## config.mk

```make
export PLATFORM = sky130hd
export DESIGN_NAME = hisa_top
export DESIGN_NICKNAME = d
export VERILOG_FILES = /design/src/rtl/hisa_pkg.sv /design/src/rtl/hisa_top.sv /design/src/rtl/hisa_cause_bit.sv /design/src/rtl/hisa_unit_state.sv
export SDC_FILE = /design/constraint.sdc
export NUM_CORES = 1
export LEC_CHECK = 0
export BUFFER_PORTS_ARGS = -buffer_cell sky130_fd_sc_hd__buf_2
export CAP_MARGIN = 20
export CORE_UTILIZATION = 42
export CTS_BUF_LIST = sky130_fd_sc_hd__clkbuf_16
export CTS_CLUSTER_DIAMETER = 100
export DETAILED_ROUTE_END_ITERATION = 8
export PLACE_DENSITY = 0.77
export SYNTH_ARGS = -nofsm -noshare
export SYNTH_HDL_FRONTEND = slang
export SYNTH_SLANG_ARGS = --single-unit
export TNS_END_PERCENT = 5
```

## constraint.sdc

```tcl
create_clock -name clk_in -period 1.3 [get_ports clk_in]
set_input_delay 0.065 -clock clk_in [delete_from_list [all_inputs] [get_ports clk_in]]
set_output_delay 0.065 -clock clk_in [all_outputs]
set_load 0.02 [all_outputs]
```

## src/rtl/hisa_pkg.sv

```systemverilog
/*
 Package for the host interrupt status/acknowledge block: offsets, bit positions,
 unit state encodings and reset values.
 Assumes a single clock domain and byte-lane register access.
*/
`default_nettype none
package hisa_pkg;
	// Byte offsets within the first control dword (status word low half, command word high half)
	localparam logic [1:0] HISA_OFF_STATE_BYTE = 2'h0;
	localparam logic [1:0] HISA_OFF_ACK_BYTE = 2'h1;
	localparam logic [1:0] HISA_OFF_CMD_LOW = 2'h2;
	localparam logic [1:0] HISA_OFF_IRQ_CTRL = 2'h3;
	// Cause positions within the ack byte (status word bits 15:8)
	localparam int HISA_BIT_CMD_DONE = 7;
	localparam int HISA_BIT_FRAME_RX = 6;
	localparam int HISA_BIT_CU_LEFT = 5;
	localparam int HISA_BIT_RX_NOT_READY = 4;
	localparam int HISA_BIT_MGMT = 3;
	localparam int HISA_BIT_SW_REQ = 2;
	localparam int HISA_BIT_RSVD9 = 1;
	localparam int HISA_BIT_PAUSE = 0;
	// Positions within interrupt control byte (command word bits 31:24)
	localparam int HISA_CTL_MASK_CMD_DONE = 7;
	localparam int HISA_CTL_MASK_FRAME_RX = 6;
	localparam int HISA_CTL_MASK_CU_LEFT = 5;
	localparam int HISA_CTL_MASK_RX_NOT_READY = 4;
	localparam int HISA_CTL_MASK_EARLY_RX = 3;
	localparam int HISA_CTL_MASK_PAUSE = 2;
	localparam int HISA_CTL_SW_REQ = 1;
	localparam int HISA_CTL_GLOBAL_MASK = 0;
	// Lower status byte field positions
	localparam int HISA_CU_STATE_LSB = 6;
	localparam int HISA_RU_STATE_LSB = 2;
	// Management control register interrupt enable position
	localparam int HISA_MGMT_IRQ_EN_BIT = 29;
	// Unit state encodings
	localparam logic [1:0] HISA_CU_IDLE = 2'h0;
	localparam logic [1:0] HISA_CU_SUSPENDED = 2'h1;
	localparam logic [1:0] HISA_CU_ACTIVE_LOW = 2'h2;
	localparam logic [1:0] HISA_CU_ACTIVE_HIGH = 2'h3;
	localparam logic [3:0] HISA_RU_IDLE = 4'h0;
	localparam logic [3:0] HISA_RU_SUSPENDED = 4'h1;
	localparam logic [3:0] HISA_RU_NO_RESOURCES = 4'h2;
	localparam logic [3:0] HISA_RU_READY = 4'h4;
	// Reset values
	localparam logic [7:0] HISA_RST_CAUSES = 8'h00;
	localparam logic [7:0] HISA_RST_IRQ_CTRL = 8'h00;
	// Valid cause bits (bit 9 of the word reserved)
	localparam logic [7:0] HISA_CAUSE_VALID = 8'hfd;
endpackage
`default_nettype wire

```

## src/rtl/hisa_top.sv

```systemverilog
/*
 Host interrupt status and acknowledge word of the host control block, with the
 interrupt control byte of the command word (masks and software request).
 Assumes a PCI slave front end that presents byte-lane reads and writes to the
 first control dword as single-cycle strobes, and unit state machines that give
 one-cycle event pulses in the same clock domain.
*/
`default_nettype none
// Behaviour
// [RULE1] Status word read/written as two bytes
// [RULE2] Interrupt asserted while any cause pending
// [RULE3] Writing 1 clears that cause bit
// [RULE4] Interrupt stays until all causes acknowledged
// [RULE5] Host may acknowledge over several writes
// [RULE6] Causes latched; interrupt is a level
// [RULE7] Ack of idle cause or 0 ignored
// [RULE8] Bit 15 command done or failed transmit
// [RULE9] Bit 14 frame or header received
// [RULE10] Bit 13 leave-active or enter-idle mode
// [RULE11] Bit 12 receive unit leaves ready
// [RULE12] Bit 11 management cycle done if enabled
// [RULE13] Bit 10 software requested interrupt
// [RULE14] Bit 8 pause frame received
// [RULE15] Software avoids reserved bits 9, 1:0
// [RULE16] Bits 7:6 command unit state
// [RULE17] Bits 5:2 receive unit state, legal only
// [RULE18] State fields may lag commands
// [RULE19] Software tracks issued commands itself
// [RULE20] Causes clear only by acknowledge
// [RULE21] Global mask keeps pin deasserted
// [RULE22] Per-cause masks block their causes
// [RULE23] Software request bit write-one, reads zero
// [RULE24] Host writes to state byte ignored
module hisa_top
	import hisa_pkg::*;
(
	input wire logic clk_in,
	input wire logic rst_n_in,
	input wire logic [1:0] reg_byte_in,
	input wire logic reg_wr_in,
	input wire logic [7:0] reg_wdata_in,
	input wire logic reg_rd_in,
	output logic [7:0] reg_rdata_out,
	input wire logic cmd_done_irq_in,
	input wire logic tx_failed_in,
	input wire logic cmd_done_on_fail_mode_in,
	input wire logic frame_done_in,
	input wire logic header_done_in,
	input wire logic header_mode_in,
	input wire logic cu_left_active_in,
	input wire logic cu_enter_idle_in,
	input wire logic cmd_unit_enter_idle_mode_in,
	input wire logic rx_left_ready_in,
	input wire logic mgmt_cycle_done_in,
	input wire logic [31:0] mgmt_ctrl_in,
	input wire logic pause_frame_in,
	input wire logic [1:0] cu_state_in,
	input wire logic [3:0] rx_unit_state_in,
	output logic [7:0] irq_ctrl_out,
	output logic irq_out
);
	typedef struct packed {
		logic [7:0] irq_ctrl;
		logic [7:0] rdata;
		logic irq;
	} hisa_top_state_t;
	hisa_top_state_t state;
	hisa_top_state_t next_state;

	logic [7:0] cause_event;
	logic [7:0] cause_ack;
	logic [7:0] pending;
	logic [7:0] cause_mask;
	logic [1:0] cu_state_shown;
	logic [3:0] ru_state_shown;
	logic ack_wr;
	logic ctrl_wr;
	logic sw_req_wr;

	// Ack byte and interrupt control byte are independent lanes; see [RULE1]
	assign ack_wr = reg_wr_in && (reg_byte_in == HISA_OFF_ACK_BYTE);
	assign ctrl_wr = reg_wr_in && (reg_byte_in == HISA_OFF_IRQ_CTRL);
	// A simultaneous global mask write swallows the request; see [RULE23]
	assign sw_req_wr = ctrl_wr && reg_wdata_in[HISA_CTL_SW_REQ] && !reg_wdata_in[HISA_CTL_GLOBAL_MASK];

	always_comb begin
		cause_event = '0;
		// see [RULE8]
		cause_event[HISA_BIT_CMD_DONE] = cmd_done_on_fail_mode_in ? tx_failed_in : cmd_done_irq_in;
		// see [RULE9]
		cause_event[HISA_BIT_FRAME_RX] = header_mode_in ? header_done_in : frame_done_in;
		// see [RULE10]
		cause_event[HISA_BIT_CU_LEFT] = cmd_unit_enter_idle_mode_in ? cu_enter_idle_in : cu_left_active_in;
		cause_event[HISA_BIT_RX_NOT_READY] = rx_left_ready_in; // see [RULE11]
		// see [RULE12]
		cause_event[HISA_BIT_MGMT] = mgmt_cycle_done_in && mgmt_ctrl_in[HISA_MGMT_IRQ_EN_BIT];
		cause_event[HISA_BIT_SW_REQ] = sw_req_wr; // see [RULE13]
		cause_event[HISA_BIT_PAUSE] = pause_frame_in; // see [RULE14]
	end

	// Only ones in the ack byte clear, and only on valid cause bits; see [RULE7]
	assign cause_ack = ack_wr ? (reg_wdata_in & HISA_CAUSE_VALID) : 8'h00;

	genvar gi;
	generate
		for (gi = 0; gi < 8; gi++) begin : g_cause
			if (HISA_CAUSE_VALID[gi]) begin : g_live
				hisa_cause_bit u_cause (
					.clk_in(clk_in),
					.rst_n_in(rst_n_in),
					.event_in(cause_event[gi]),
					.ack_in(cause_ack[gi]),
					.pending_out(pending[gi])
				); // see [RULE6]
			end else begin : g_rsvd
				assign pending[gi] = 1'b0;
			end
		end
	endgenerate

	// State fields come only from the unit machines, never from host writes; see [RULE24]
	// The extra register stage means a field may lag its unit by a cycle; see [RULE18]
	hisa_unit_state #(
		.WIDTH(2),
		.LEGAL(16'h000f)
	) u_cu_state (
		.clk_in(clk_in),
		.rst_n_in(rst_n_in),
		.state_in(cu_state_in),
		.state_out(cu_state_shown)
	); // see [RULE16]

	hisa_unit_state #(
		.WIDTH(4),
		.LEGAL(16'h0017)
	) u_ru_state (
		.clk_in(clk_in),
		.rst_n_in(rst_n_in),
		.state_in(rx_unit_state_in),
		.state_out(ru_state_shown)
	); // see [RULE17]

	// Per-cause masks map onto status bits; management and software causes have no mask
	always_comb begin
		cause_mask = '0;
		cause_mask[HISA_BIT_CMD_DONE] = state.irq_ctrl[HISA_CTL_MASK_CMD_DONE];
		cause_mask[HISA_BIT_FRAME_RX] = state.irq_ctrl[HISA_CTL_MASK_FRAME_RX];
		cause_mask[HISA_BIT_CU_LEFT] = state.irq_ctrl[HISA_CTL_MASK_CU_LEFT];
		cause_mask[HISA_BIT_RX_NOT_READY] = state.irq_ctrl[HISA_CTL_MASK_RX_NOT_READY];
		cause_mask[HISA_BIT_PAUSE] = state.irq_ctrl[HISA_CTL_MASK_PAUSE];
	end

	always_comb begin
		next_state = state;
		if (ctrl_wr) begin
			// Request bit is an action, not stored
			next_state.irq_ctrl = reg_wdata_in;
			next_state.irq_ctrl[HISA_CTL_SW_REQ] = 1'b0; // see [RULE23]
		end
		// Level from latched causes; drops only when none unmasked remain or the global mask is set; see [RULE2] [RULE4] [RULE22]
		next_state.irq = |(pending & ~cause_mask);
		// Global mask overrides everything; see [RULE21]
		if (state.irq_ctrl[HISA_CTL_GLOBAL_MASK]) begin
			next_state.irq = 1'b0;
		end
		if (reg_rd_in) begin
			case (reg_byte_in)
				HISA_OFF_STATE_BYTE: begin
					next_state.rdata = {cu_state_shown, ru_state_shown, 2'h0};
				end
				HISA_OFF_ACK_BYTE: begin
					next_state.rdata = pending;
				end
				HISA_OFF_IRQ_CTRL: begin
					next_state.rdata = state.irq_ctrl;
				end
				default: begin
					next_state.rdata = 8'h00;
				end
			endcase
		end
	end

	always_ff @(posedge clk_in or negedge rst_n_in) begin
		if (!rst_n_in) begin
			state.irq_ctrl <= HISA_RST_IRQ_CTRL;
			state.rdata <= 8'h00;
			state.irq <= 1'b0;
		end else begin
			state <= next_state;
		end
	end

	assign reg_rdata_out = state.rdata;
	assign irq_ctrl_out = state.irq_ctrl;
	assign irq_out = state.irq;
endmodule
`default_nettype wire

```

## src/rtl/hisa_cause_bit.sv

```systemverilog
/*
 One sticky interrupt cause flag: set by a hardware event, cleared by a host
 write of 1. Assumes the event and ack are single-cycle qualified strobes.
*/
`default_nettype none
module hisa_cause_bit (
	input wire logic clk_in,
	input wire logic rst_n_in,
	input wire logic event_in,
	input wire logic ack_in,
	output logic pending_out
);
	typedef struct packed {
		logic pending;
	} hisa_cb_state_t;
	hisa_cb_state_t state;
	hisa_cb_state_t next_state;

	always_comb begin
		next_state = state;
		// Event wins over a same-cycle ack so no cause is lost; see [RULE20]
		if (event_in) begin
			next_state.pending = 1'b1;
		end else if (ack_in) begin
			next_state.pending = 1'b0; // see [RULE3]
		end
	end

	always_ff @(posedge clk_in or negedge rst_n_in) begin
		if (!rst_n_in) begin
			state <= '0;
		end else begin
			state <= next_state;
		end
	end

	assign pending_out = state.pending;
endmodule
`default_nettype wire

```

## src/rtl/hisa_unit_state.sv

```systemverilog
/*
 Registers one unit state field for the lower status byte, filtering out
 encodings that must never be shown. Assumes state_in comes from the unit's
 own state machine in the same clock domain.
*/
`default_nettype none
module hisa_unit_state #(
	parameter int WIDTH = 2,
	parameter logic [15:0] LEGAL = 16'h000f
) (
	input wire logic clk_in,
	input wire logic rst_n_in,
	input wire logic [WIDTH-1:0] state_in,
	output logic [WIDTH-1:0] state_out
);
	typedef struct packed {
		logic [WIDTH-1:0] field;
	} hisa_us_state_t;
	hisa_us_state_t state;
	hisa_us_state_t next_state;

	always_comb begin
		next_state = state;
		// Illegal codes hold the last shown value; a glitching unit never leaks one
		if (LEGAL[state_in]) begin
			next_state.field = state_in; // see [RULE17]
		end
	end

	always_ff @(posedge clk_in or negedge rst_n_in) begin
		if (!rst_n_in) begin
			state <= '0;
		end else begin
			state <= next_state;
		end
	end

	assign state_out = state.field;
endmodule
`default_nettype wire

```

==> run_results.csv <==
group,metric,value,unit
synthesis,seq_area_frac_synth,0.534,
cells_and_area,synthToLayoutAreaGrowth,27.5,%
placed_design,place.gp.congestion,0.731,
cells_and_area,nFillCells,244,
die,fp.dieW,57.9,um
status,violations,"DRC",
global_routing,overflow,0,
worst_setup_path,cp_max_fo,4,
clock_tree,clockBufferDepth,2,
die,pin_count,81,
detailed_routing,routed_wl,2760,um
power,p_leak,0.796,nW
worst_setup_path,crit_type,"reg2reg",
cells_and_area,final_cell_mix,"buf_2, dfrtp_1, mux2_2, a21oi_1, inv_1",
clock_tree,cts-root-buf,"clkbuf_16",
synthesis,ys_warn_count,0,
worst_setup_path,cp_num_cells,3,
global_routing,antenna_found_initial,0,
synthesis,synth.cell_area,1310,sq um
clock_tree,cts_htree_levels,1,
synthesis,synth_top_flop_cell,"dfrtp_1",
timing,worst_pin_slew,0.596,ns
timing,layout_setup_ws,0.222,ns
power,p_seq_frac,0.478,
timing,slew_headroom,0.602,
placed_design,dp_hpwl,2080,um
clock_tree,cts.clk_slew.worst_paths,0.06,ns
power,power_switching_share,0.275,
power,clockPowerShare,0.297,
timing,fmax,0.928,GHz
timing,rsz0062_at_grt,"no",
power,peakVddDrop,0.698,mV
placed_design,port-buffer-count,47,
worst_hold_path,hp-class,"in2reg",
worst_setup_path,endpoint_kind,"flip-flop",
detailed_routing,ant_nets,0,
worst_setup_path,worstPathArrival,1.21,ns
synthesis,ys_types,27,
cells_and_area,drive_gt1_frac,0.385,
detailed_routing,viasPerCell,5.35,
synthesis,ys_seq_elements,28,
cells_and_area,fin_area,1670,sq um
worst_setup_path,slowest_stage,"dfrtp_1",
worst_setup_path,slowest_delay,0.41,ns
power,power.switching,0.000613,W
flow_run,maxCapViolCount,0,
placed_design,place_ws,0.0625,ns
detailed_routing,drc,5,
die,die_y,57.9,um
global_routing,grt_first_pass_wirelength,4730,um
worst_setup_path,crit_chain,"mux2_4 > a22oi_1 > a21oi_1",
worst_setup_path,cp-endpoint,"reg_rdata_out[6]$_DFFE_PN0P_",
timing,drv_slew,0,
die,coreArea,2850,sq um
worst_setup_path,crit_start,"irq_ctrl_out[6]$_DFFE_PN0P_",
clock_tree,clock_latency,0.25,ns
die,std_cell_rows,19,
timing,period_share,0.829,
global_routing,track_usage,0.186,
status,status,"complete, but fails checks",
global_routing,grt_pass1_vias,1107,
timing,min_period,1.08,ns
die,fp.dieArea,3350,sq um
worst_setup_path,crit_family,"flip-flops",
power,finalPower,0.00223,W
cells_and_area,final_nets,235,
worst_setup_path,reg2regPathDepth,3,
worst_setup_path,r2r_end,"reg_rdata_out[6]$_DFFE_PN0P_",
cells_and_area,antenna_cells,0,
detailed_routing,vias,1069,
worst_setup_path,cp.required,1.43,ns
timing,timing.setup.tns,0,ns
placed_design,place_area,1550,sq um
worst_setup_path,path_buf_inv,0,
die,start_util,0.460,
cells_and_area,final_core_util,0.586,
worst_setup_path,startpoint_type,"flip-flop",
power,internal_power,0.00162,W
power,p_per_area,1330,nW/um^2
detailed_routing,dr.pass1.iters,8,
worst_setup_path,r2r-start,"irq_ctrl_out[6]$_DFFE_PN0P_",
timing,setup_viol,0,
power,combPwrFrac,0.225,
worst_setup_path,rrSetupSlack,0.22,ns
synthesis,synthArstFlopShare,1.00,
clock_tree,cts_tree,"done",
timing,fin_worst_skew,0.00134,ns
clock_tree,cts_sinks,28,
clock_tree,ctsResizeCount,0,
clock_tree,cts_inserted_buffers,3,
detailed_routing,post_drt_wl_per_cell,13.8,um
synthesis,avgSynthCellArea,11.1,sq um
timing,hold_viol,0,
synthesis,synth_edf_count,0,
synthesis,synthCells,118,
detailed_routing,drtIter0Drc,23,
cells_and_area,layout_commonest_cell,"buf_2",
global_routing,grt_max_degree,29,
-- state kept, by name (all words and copies together) (netlist names) --
register,flops
g_cause.g_live.u_cause.pending_out,7
irq_ctrl_out,7
reg_rdata_out,7
u_ru_state.state_out,4
u_cu_state.state_out,2
irq_out,1
-- through the flow --
stage / cells / hold slack, ns
6_report: 200 / 0.0393
3_3_place_gp: 192 / 0.0988
2_1_floorplan: 119 / -0.231
5_1_grt: 200 / 0.0407
3_5_place_dp: 192 / 0.110
4_1_cts: 200 / 0.0416
-- synth_stat cells (all sizes together), types with 2 or more instances --
master  number  area, sq um
a21o         3         22.5
a21oi       10         50.1
a221o        3         30.0
a22oi        7         52.6
buf          6         50.0
dfrtp       28          701
inv          9         33.8
mux2        13          150
nand2        8         30.0
nor2         7         26.3
nor2b        3         18.8
nor3         3         15.0
nor3b        2         15.0
o21ai        6         30.0
-- repair_timing --
item	4_1_cts	5_1_grt
endpoints found under the hold margin	32	0
hold buffers	5	0
buffers inserted	0	0
-- cell type report --
type                    count  area [sq um]  area share
clock buffers               3          75.1      0.0449
multi-input cells          76           531       0.317
well taps                  31          38.8      0.0232
flip-flops and latches     28           701       0.419
inverters                   9          33.8      0.0202
repair buffers             53           293       0.175
-- kinds of logic after synthesis --
family	synth area share
compound gates	0.169
flops	0.534
simple gates	0.100
buf+inv	0.0639
mux	0.122
fa+ha+maj	0.00763
other cells	0.00286
-- per-layer routing --
metal  vias up  global-route usage  wire length [um]
li1        523                   -                 -
met1       497               0.228              1180
met2        45               0.328              1390
met3         4              0.0313               161
met4         0              0.0714                23
met5         -                   0                 0
-- how the worst min path moves through the flow --
stage / from / end / slack [ns] / cells past startpoint
global placement: rst_n_in / g_cause[7].g_live.u_cause.pending_out$_DFFE_PN0P_ / 0.1 / 1
detailed placement: rst_n_in / irq_ctrl_out[7]$_DFFE_PN0P_ / 0.11 / 1
floorplan: rst_n_in / g_cause[0].g_live.u_cause.pending_out$_DFFE_PN0P_ / -0.23 / 0
CTS: mgmt_ctrl_in[29] / g_cause[3].g_live.u_cause.pending_out$_DFFE_PN0P_ / 0.04 / 2
global route: header_done_in / g_cause[6].g_live.u_cause.pending_out$_DFFE_PN0P_ / 0.04 / 2
finish: mgmt_ctrl_in[29] / g_cause[3].g_live.u_cause.pending_out$_DFFE_PN0P_ / 0.04 / 2
-- power by group through the flow --
stage / sequential [W] / clock [W] / combinational (W)
2_1_floorplan: 0.00116 / 0 / 0.000214
3_3_place_gp: 0.00107 / 0 / 0.000480
3_5_place_dp: 0.00108 / 0 / 0.000492
4_1_cts: 0.00107 / 0.000680 / 0.000508
5_1_grt: 0.00108 / 0.000729 / 0.000551
6_report: 0.00107 / 0.000662 / 0.000501
(Power assumes the default switching activity.)
